## config.mk

```make
export PLATFORM = sky130hd
export DESIGN_NAME = acd_clock_control
export DESIGN_NICKNAME = d
export VERILOG_FILES = /design/src/hdl/acd_pkg.sv /design/src/hdl/acd_clock_control.sv
export VERILOG_INCLUDE_DIRS = /design/src /design/src/hdl
export SDC_FILE = /design/constraint.sdc
export NUM_CORES = 1
export LEC_CHECK = 0
export ABC_AREA = 1
export BUFFER_PORTS_ARGS = -buffer_cell sky130_fd_sc_hd__buf_4
export CAP_MARGIN = 20
export CORE_AREA = 2 2 69 58
export DETAILED_ROUTE_END_ITERATION = 8
export DIE_AREA = 0 0 71 60
export PLACE_DENSITY_LB_ADDON = 0.05
export SYNTH_ARGS = -nofsm -noshare
export SYNTH_HDL_FRONTEND = slang
export SYNTH_SLANG_ARGS = --single-unit
```

## constraint.sdc

```tcl
create_clock -name clk -period 3 [get_ports clk]
set_clock_uncertainty 0.2 [all_clocks]
set_input_delay 0.3 -clock clk [delete_from_list [all_inputs] [get_ports clk]]
set_output_delay 0.3 -clock clk [all_outputs]
set_load 0.02 [all_outputs]
```

## src/hdl/acd_defs.svh

```systemverilog
`ifndef ACD_DEFS_SVH
`define ACD_DEFS_SVH
// ----------------------------------------
// Register map
// ----------------------------------------
`define ACD_REG_DIV_SYNC 10'h109
`define ACD_REG_DIV_RATIO 10'h10B
`define ACD_REG_POWER_MODE 10'h008
`define ACD_REG_STATUS 10'h10C
// ----------------------------------------
// Field positions and reset values
// ----------------------------------------
`define ACD_SYNC_EN_BIT 0
`define ACD_SYNC_ONESHOT_BIT 1
`define ACD_DIV_SYNC_RESET 8'h00
`define ACD_DIV_RATIO_RESET 3'h0
`define ACD_POWER_MODE_RESET 2'h0
// ----------------------------------------
// Timing
// ----------------------------------------
`define ACD_CLK_MHZ 50
`define ACD_DCS_WAIT_MIN_NS 1500
`define ACD_DCS_WAIT_CYCLES ((`ACD_DCS_WAIT_MIN_NS * `ACD_CLK_MHZ + 999) / 1000)
`endif

```

## src/hdl/acd_pkg.sv

```systemverilog
package acd_pkg;
  // Power modes written through the control port.
  typedef enum logic [1:0] {ACD_PM_NORMAL, ACD_PM_POWER_DOWN, ACD_PM_STANDBY, ACD_PM_RSVD} acd_power_mode_t;
  typedef enum logic [1:0] {ACD_ST_RUN, ACD_ST_STANDBY, ACD_ST_DOWN} acd_state_t;
endpackage

```

## src/hdl/acd_clock_control.sv

```systemverilog
`timescale 1ns/1ps
`include "acd_defs.svh"
module acd_clock_control (
  input wire logic clk,
  input wire logic reset,
  input wire logic sync_in,
  input wire logic power_down_pin,
  input wire logic duty_cycle_stabilizer_en,
  input wire logic clk_freq_changed,
  input wire logic reg_wr,
  input wire logic reg_rd,
  input wire logic [9:0] reg_addr,
  input wire logic [7:0] reg_wdata,
  output logic [7:0] reg_rdata,
  output logic div_clk_en,
  output logic serial_out_en_n,
  output logic reference_on,
  output logic core_on,
  output logic dcs_settling,
  output acd_pkg::acd_state_t power_state
);
  import acd_pkg::*;

  // ----------------------------------------
  // Pin synchronisers
  // ----------------------------------------
  // Bit 0 carries the divider sync pin and bit 1 the power-down pin.
  wire logic [1:0] pin_raw = {power_down_pin, sync_in};
  logic [1:0] pin_meta_q;
  logic [1:0] pin_sync_q;
  logic sync_prev_q;
  // Both pins come from the board, so each passes two flops before any logic reads it.
  genvar pin_idx;
  generate
    for (pin_idx = 0; pin_idx < 2; pin_idx = pin_idx + 1)
    begin : g_pin_sync
      always_ff @(posedge clk or posedge reset)
      begin
        if (reset)
        begin
          pin_meta_q[pin_idx] <= 1'b0;
          pin_sync_q[pin_idx] <= 1'b0;
        end
        else
        begin
          pin_meta_q[pin_idx] <= pin_raw[pin_idx];
          pin_sync_q[pin_idx] <= pin_meta_q[pin_idx];
        end
      end
    end
  endgenerate
  // The edge detector resets low, the idle level of the sync pin, so reset release shows no false edge.
  always_ff @(posedge clk or posedge reset)
  begin
    if (reset)
      sync_prev_q <= 1'b0;
    else
      sync_prev_q <= pin_sync_q[0];
  end
  wire logic sync_rise = pin_sync_q[0] & ~sync_prev_q;
  wire logic power_down_pin_level = pin_sync_q[1];

  // ----------------------------------------
  // Address decode
  // ----------------------------------------
  // Write strobes and the read mux both decode the map.
  // One function keeps the two from drifting apart.
  function automatic logic addr_is(input logic [9:0] addr, input logic [9:0] offset);
    addr_is = (addr == offset);
  endfunction

  // ----------------------------------------
  // Registers
  // ----------------------------------------
  logic [7:0] div_sync_q;
  logic [2:0] div_ratio_q;
  logic [1:0] power_mode_q;
  logic armed_q;
  // Write strobes, one per writable register; writes to status or unmapped addresses strobe nothing.
  wire logic wr_sync = reg_wr & addr_is(reg_addr, `ACD_REG_DIV_SYNC);
  wire logic wr_ratio = reg_wr & addr_is(reg_addr, `ACD_REG_DIV_RATIO);
  wire logic wr_power = reg_wr & addr_is(reg_addr, `ACD_REG_POWER_MODE);
  wire logic sync_enabled = div_sync_q[`ACD_SYNC_EN_BIT];
  wire logic sync_oneshot = div_sync_q[`ACD_SYNC_ONESHOT_BIT];
  // In one-shot mode only the first pulse after a write is accepted.
  wire logic sync_accept = sync_rise & sync_enabled & (~sync_oneshot | armed_q);
  // Sync control and its one-shot arm; a write re-arms and wins over a pulse accepted in the same cycle.
  always_ff @(posedge clk or posedge reset)
  begin
    if (reset)
    begin
      div_sync_q <= `ACD_DIV_SYNC_RESET;
      armed_q <= 1'b0;
    end
    else if (wr_sync)
    begin
      div_sync_q <= reg_wdata;
      armed_q <= 1'b1;
    end
    else if (sync_accept)
      armed_q <= 1'b0;
  end

  // A lowered ratio is compared at once, so a count already past it runs on until the counter rolls over.
  always_ff @(posedge clk or posedge reset)
  begin
    if (reset)
      div_ratio_q <= `ACD_DIV_RATIO_RESET;
    else if (wr_ratio)
      div_ratio_q <= reg_wdata[2:0];
  end

  // Mode 3 is reserved and falls through to normal operation in the state decode.
  always_ff @(posedge clk or posedge reset)
  begin
    if (reset)
      power_mode_q <= `ACD_POWER_MODE_RESET;
    else if (wr_power)
      power_mode_q <= reg_wdata[1:0];
  end

  // ----------------------------------------
  // Clock divider
  // ----------------------------------------
  logic [2:0] div_cnt_q;
  logic div_en_q;
  // Ratio field holds divide-by minus one, so 0 is divide by 1.
  wire logic div_wrap = (div_cnt_q == div_ratio_q);
  // An accepted sync forces the counter to zero so all parts align.
  // Power-down holds it there as well, so wake-up starts from a known phase.
  always_ff @(posedge clk or posedge reset)
  begin
    if (reset)
    begin
      div_cnt_q <= 3'h0;
      div_en_q <= 1'b0;
    end
    else if (sync_accept | (power_state == ACD_ST_DOWN))
    begin
      div_cnt_q <= 3'h0;
      div_en_q <= 1'b0;
    end
    else
    begin
      div_cnt_q <= div_wrap ? 3'h0 : div_cnt_q + 3'h1;
      div_en_q <= div_wrap;
    end
  end
  assign div_clk_en = div_en_q;

  // ----------------------------------------
  // Power state
  // ----------------------------------------
  acd_state_t state_q;
  acd_state_t state_d;
  // Full power-down wins over standby; exit needs both sources idle.
  // Pin and mode field are both levels, so neither request can be lost.
  always_comb
  begin
    case (1'b1)
      power_down_pin_level, (power_mode_q == ACD_PM_POWER_DOWN): state_d = ACD_ST_DOWN;
      (power_mode_q == ACD_PM_STANDBY): state_d = ACD_ST_STANDBY;
      default: state_d = ACD_ST_RUN;
    endcase
  end
  always_ff @(posedge clk or posedge reset)
  begin
    if (reset)
      state_q <= ACD_ST_RUN;
    else
      state_q <= state_d;
  end
  assign power_state = state_q;
  // Drivers float whenever conversion is not running; enable is active low.
  // Standby keeps the reference up for a quicker wake-up while core and drivers rest.
  assign serial_out_en_n = (state_q != ACD_ST_RUN);
  assign reference_on = (state_q != ACD_ST_DOWN);
  assign core_on = (state_q == ACD_ST_RUN);

  // ----------------------------------------
  // Stabilizer settling flag
  // ----------------------------------------
  logic [6:0] dcs_cnt_q;
  // Flags the least wait so the system knows when conversions are trusted.
  // Only the lower bound is flagged; keeping within the upper bound is up to the system.
  always_ff @(posedge clk or posedge reset)
  begin
    if (reset)
      dcs_cnt_q <= 7'h0;
    else if (clk_freq_changed & duty_cycle_stabilizer_en)
      dcs_cnt_q <= 7'(`ACD_DCS_WAIT_CYCLES);
    else if (dcs_cnt_q != 7'h0)
      dcs_cnt_q <= dcs_cnt_q - 7'h1;
  end
  assign dcs_settling = (dcs_cnt_q != 7'h0);

  // ----------------------------------------
  // Read data
  // ----------------------------------------
  logic [7:0] rdata_q;
  // Status packs the state, the settling flag and the one-shot arm.
  wire logic [7:0] rd_mux = addr_is(reg_addr, `ACD_REG_DIV_SYNC) ? div_sync_q :
    addr_is(reg_addr, `ACD_REG_DIV_RATIO) ? {5'h0, div_ratio_q} :
    addr_is(reg_addr, `ACD_REG_POWER_MODE) ? {6'h0, power_mode_q} :
    addr_is(reg_addr, `ACD_REG_STATUS) ? {4'h0, armed_q, dcs_settling, state_q} : 8'h00;
  // Read data is registered; unmapped addresses read zero.
  always_ff @(posedge clk or posedge reset)
  begin
    if (reset)
      rdata_q <= 8'h00;
    else if (reg_rd)
      rdata_q <= rd_mux;
  end
  assign reg_rdata = rdata_q;
endmodule

```

; ---- Yosys cells after proc, flatten, opt, wreduce, memory -nomap -nowiden
; Index checks and enable logic that the tools add are counted.
; W data, S select, Z words.
[op_classes]
addsub = 2
n_eq_ne = 9
n_mux = 13
n_bitwise = 11
n_reduce_logical = 6
[op_table]
columns = operator, n
row1 = $eq A10 B9 Y1 const B, 3
row2 = $mux W7, 2
row3 = $mux W4, 3
row4 = $eq A10 B4 Y1 const B, 1
row5 = $mux W8, 1
row6 = $and A1 B1 Y1, 7
row7 = $reduce_bool A7 Y1, 1
row8 = $sub A7 B1 Y7 const B, 1
row9 = $mux W3, 2
row10 = $reduce_bool A2 Y1, 3
row11 = $eq A2 B2 Y1 const B, 2
row12 = $mux W1, 4
row13 = $add A3 B1 Y3 const B, 1
row14 = $eq A3 B3 Y1, 1
row15 = $eq A2 B1 Y1 const B, 1
row16 = $logic_not A2 Y1, 1
row17 = $mux W2, 1
row18 = $ne A2 B2 Y1 const B, 1
row19 = $not A1 Y1, 2
row20 = $or A1 B1 Y1, 2
row21 = $reduce_or A2 Y1, 1
[totals]
ff_bits = 40
out_inout_bits = 15
word_cells = 55

; ---- Longest topological paths before layout
[logic_depth]
word_depth = 6
mapped_depth = 9
mapped_depth_nobuf = 9

; ---- Worst setup path before layout
; No wires, ideal clock.
[synth_timing]
path_kind = reg2reg
startpoint = register dcs_cnt_q[0]
endpoint = register rdata_q[2] (netlist: reg_rdata[2])
setup_time_ps = 116
t_arrival_ps = 1424
setup_slack_ps = 1259
stages_incl_launch_ff = 10
path_buffers = 0
period_less_slack_ps = 1741
cell_sequence = dfrtp_1 > inv_1 > ha_1 > inv_1 > nor3_1 > nand3b_1 > nand3_1 > nand3_1 > nand2_1 > nand2_1
[synth_via]
elab_chain_len = 5
[synth_rtl]
columns = item, line_no
row1 = "start, declared", acd_clock_control.sv:183  ; logic [6:0] dcs_cnt_q;
row2 = "start signal, assigned", acd_clock_control.sv:191  ; dcs_cnt_q <= 7'(`ACD_DCS_WAIT_CYCLES);
row3 = "start signal, assigned", acd_clock_control.sv:193  ; dcs_cnt_q <= dcs_cnt_q - 7'h1;
row4 = $reduce_bool A7 Y1, acd_clock_control.sv:195  ; assign dcs_settling = (dcs_cnt_q != 7'h0);
row5 = named net dcs_settling, acd_clock_control.sv:19  ; output logic dcs_settling,
row6 = $mux W4, acd_clock_control.sv:205  ; addr_is(reg_addr, `ACD_REG_STATUS) ? {4'h0, armed_q, dcs_settling, state_q} : 8'h00;
row7 = $mux W4, acd_clock_control.sv:204  ; addr_is(reg_addr, `ACD_REG_POWER_MODE) ? {6'h0, power_mode_q} :
row8 = $mux W4, acd_clock_control.sv:203  ; addr_is(reg_addr, `ACD_REG_DIV_RATIO) ? {5'h0, div_ratio_q} :
row9 = $mux W8, acd_clock_control.sv:202  ; wire logic [7:0] rd_mux = addr_is(reg_addr, `ACD_REG_DIV_SYNC) ? div_sync_q :
row10 = "end signal, assigned", acd_clock_control.sv:212  ; rdata_q <= rd_mux;
row11 = "end, declared", acd_clock_control.sv:200  ; logic [7:0] rdata_q;
; The timed path passes the listed nets, and every way through them passes these cells.
; A chain may end at the register's enable or synchronous reset.

; ---- Worst setup path in the final report
[layout_timing]
startpoint = register dcs_cnt_q[0]
endpoint = output dcs_settling
[layout_via]
elab_chain_len = 1
[layout_rtl]
columns = item, line_no
row1 = $reduce_bool A7 Y1, acd_clock_control.sv:195
row2 = "end, declared", acd_clock_control.sv:19
; No other way between the ends.

==> results list <==
* Status: finished, final reports clean
- After global routing the overflow that remains totals 0.
- Slew Limit Headroom: 57.7%
- Final worst-path cycle share: 72.5%
- Once detail routing completed, the nets flagged for antenna violations numbered 0.
* Area delta synth->final: 25.7%
* Setup TNS after final layout: 0 ns
- In the routed layout, each cell is associated on average with a via count of 4.88.
- Worst Path Required: 2.50 ns
- In the layout the commonest cells are sky130_fd_sc_hd__nand2_1 (47), sky130_fd_sc_hd__buf_4 (42), sky130_fd_sc_hd__dfrtp_1 (40).
- Critical path endpoint category: output port
- Setup repair after global routing left no endpoint under its margin.
- Across every metal layer, demand over resource in global routing totals 20.3%.
* Maximum clock insertion buffer count: 2
- Sequential fraction of the synthesis area: 53.5%
* Ant. Diodes: 0
* Final setup violation count: 0
- The first global-routing pass estimated 6.44 mm of wire.
* Highest net fanout along the worst path: 5
- Initial standard-cell utilization of the core: 51.6%
* Iteration-0 DRC count of the detailed router: 47
- IO Port Bufs: 40
* Hold Path Sink: div_sync_q[5]$_DFFE_PP0P_
- The worst hold path begins at reg_wdata[5].
* Number of flip-flops and latches in the synthesized netlist: 40
- Total count of max-transition violations in the final report: 0
- Entering global routing, the biggest net connects 19 pins.
* TritonRoute pass-1 iters: 4
- Setup Buffers After CTS: 0
- In the final routed layout, each cell accounts on average for 12.2 µm.
- Detail Placement HPWL: 2.77 mm
* DRT Wirelength: 3.70 mm
- Derived from the worst setup path, the maximum achievable clock frequency is 460 MHz.
- For the worst-skew pair, the clock arrives at the later sink with an insertion delay of 0.30 ns.
* Total of warnings raised by yosys: 0
* Via count of the first global-routing pass: 1371
- Layout cells sized above 1: 25.0%
- Among all stages on the critical path, the largest delay is contributed by sky130_fd_sc_hd__dfrtp_1.
- The clock tree synthesis step divided the H-tree into 2 levels.
* Biggest cell delay along the critical path: 0.36 ns
- Walking the worst path, the cells encountered are inv_1 -> ha_1 -> inv_1 -> nor3_1 -> nand3b_1 -> buf_4.
* Number of violations of the max-capacitance limit: 0
* Cell at the root of the clock tree: sky130_fd_sc_hd__clkbuf_8
- The critical path in this run is classified as reg -> out.
- IR analysis of the VDD net gives a maximum drop of 493 µV.
- Setup slack closes at 0.826 ns.
- The worst setup path is launched from a register.
* Number of CTS-inserted buffers: 5
* Most frequent CP cell: sky130_fd_sc_hd__inv_1
* Clock Pin Slew Worst Setup and Hold Paths: 0.08 ns
- The worst hold path passes through 3 cells.
* Transition at the pin with the smallest max-transition slack: 0.633 ns
* Leakage power of the design: 0.00120 µW
- Fin nets: 287
- Clock net sink count: 40
* Most common cell after layout, fill and taps aside: sky130_fd_sc_hd__nand2_1
- Subtracting the final worst setup slack from the clock period gives 2.17 ns.
- The startpoint identified for the worst register-to-register timing path is dcs_cnt_q[0]$_DFFE_PP0P_.
* Top-level I/O count: 41
* Initial antenna violation count: 0
- The die covers 0.00426 mm².
- Synthesis handed over a netlist of 210 instances.
* Post-synthesis average cell area: 8.91 µm²
- In this run the vertical extent of the chip is 60 µm.
* Worst hold path class: in -> reg
- Global placement routability congestion: 0.837
- Overall power consumption: 1240 µW
* R2R depth: 9
* R2r setup slk: 1.23 ns
- Cell area after synthesis: 0.00187 mm²
- The initialized floorplan defines 20 standard-cell rows.
- For the worst setup path, the data arrival time is 1.67 ns.
- Number of unique standard cell types used by synthesis: 29
- Remaining design rule violation count: 0
- The core region is 0.00363 mm².
- Routed vias: 1483
- R2r endpoint: reg_rdata[2]$_DFFE_PP0P_
- Before CTS, the worst setup slack after placement is 1.21 ns.
- Ratio of total power to cell area: 528 mW/mm²
- The number of nets in the synthesized netlist is 238.
* Hold violation total from the final report: 0
* Chip Width: 71 µm
- TritonCTS built the clock tree.
how the worst max path moves through the flow:
stage | start | end | cells past startpoint | slack (ns)
floorplan | dcs_cnt_q[0]$_DFFE_PP0P_ | reg_rdata[2]$_DFFE_PP0P_ | 9 | 1.26
global placement | dcs_cnt_q[0]$_DFFE_PP0P_ | dcs_settling | 6 | 1.22
detailed placement | dcs_cnt_q[0]$_DFFE_PP0P_ | dcs_settling | 6 | 1.21
CTS | dcs_cnt_q[0]$_DFFE_PP0P_ | dcs_settling | 6 | 0.83
global route | dcs_cnt_q[0]$_DFFE_PP0P_ | dcs_settling | 6 | 0.68
finish | dcs_cnt_q[0]$_DFFE_PP0P_ | dcs_settling | 6 | 0.83
logic make-up (layout without fill, tap and decap cells):
logic type	after synthesis	count (layout)	synth area share [%]
adders and majority gates	2	2	1.34
AOI/OAI and AO/OA	27	27	8.76
buffers and inverters	29	79	6.82
xor gates and xnor gates	7	7	3.28
and+or+nand+nor	105	105	26.3
DFF	40	40	53.5
metal layers:
metal | wire (µm) | up-vias | global-route usage [%] | part of all wire (%)
li1 | - | 774 | - | -
met1 | 1860 | 655 | 29.0 | 50
met2 | 1530 | 45 | 29.4 | 41
met3 | 233 | 9 | 5.23 | 6.3
met4 | 72 | 0 | 9.70 | 1.9
met5 | 0 | - | 0 | 0
synth_stat cells:
master / count / area [µm²]
sky130_fd_sc_hd__o21ai_1: 1 / 5.00
sky130_fd_sc_hd__nor2_1: 20 / 75.1
sky130_fd_sc_hd__nand3b_1: 1 / 7.51
sky130_fd_sc_hd__nor2_2: 2 / 12.5
sky130_fd_sc_hd__buf_6: 2 / 22.5
sky130_fd_sc_hd__inv_4: 1 / 6.26
sky130_fd_sc_hd__a21oi_1: 2 / 10.0
sky130_fd_sc_hd__xnor2_1: 7 / 61.3
sky130_fd_sc_hd__ha_1: 2 / 25.0
sky130_fd_sc_hd__nor2_4: 1 / 11.3
sky130_fd_sc_hd__nor3_1: 4 / 20.0
sky130_fd_sc_hd__nand3_1: 19 / 95.1
sky130_fd_sc_hd__and2_1: 1 / 6.26
sky130_fd_sc_hd__clkbuf_1: 1 / 3.75
sky130_fd_sc_hd__nand4_1: 4 / 25.0
sky130_fd_sc_hd__o21ai_0: 16 / 80.1
sky130_fd_sc_hd__inv_1: 24 / 90.1
sky130_fd_sc_hd__o2111ai_1: 1 / 8.76
sky130_fd_sc_hd__a21o_1: 1 / 7.51
sky130_fd_sc_hd__dfrtp_1: 40 / 1000
sky130_fd_sc_hd__clkinv_2: 1 / 5.00
sky130_fd_sc_hd__nand2_1: 47 / 176
sky130_fd_sc_hd__a21oi_2: 2 / 17.5
sky130_fd_sc_hd__and3_1: 1 / 6.26
sky130_fd_sc_hd__o21ai_2: 4 / 35.0
sky130_fd_sc_hd__nand2_4: 1 / 11.3
sky130_fd_sc_hd__nor3_4: 1 / 16.3
sky130_fd_sc_hd__nand2_2: 2 / 12.5
sky130_fd_sc_hd__nand3_4: 1 / 17.5
cell type report:
class	count	area, µm²
multi-input cells	141	743
repair buffers	45	345
inverters	26	101
well taps	44	55.1
flip-flops and latches	40	1000
fillers	313	1270
clock inverters	2	35.0
clock buffers	6	72.6
repair_timing:
item                      CTS  global route
hold buffers                3             0
resized for setup           0             0
hold endpoints to repair   18             0
report_power, final:
part	internal [µW]	switching, µW
Sequential	583	38.9
Combinational	84.5	97.3
Clock	247	192
per-stage QoR:
step	cell area, µm²	hold WS (ns)	util [%]	std cells
6_report	2350	0.0324	64.9	304
5_1_grt	2350	0.0532	64.9	304
3_3_place_gp	2220	0.133	61.1	293
2_1_floorplan	1870	0.131	-	210
3_5_place_dp	2220	0.146	61.1	293
4_1_cts	2350	0.0304	64.9	304
state kept, by name, indices dropped and copies added, names as in the netlist:
register,cells
div_sync_q,8
reg_rdata,8
dcs_cnt_q,7
div_cnt_q,3
div_ratio_q,3
pin_meta_q,2
power_mode_q,2
power_state,2
armed_q,1
div_clk_en,1
pin_sync_q,1
power_down_pin_level,1
sync_prev_q,1
critical path, delay by kind of cell, from the launching register on:
kind                     cells  cell delay (ns)
adder cells (fa/ha/maj)      1             0.22
buffers and inverters        3             0.37
flip-flops                   1             0.36
AND/OR/NAND/NOR              2             0.41
No activity file was read; power rests on OpenSTA's default activity.
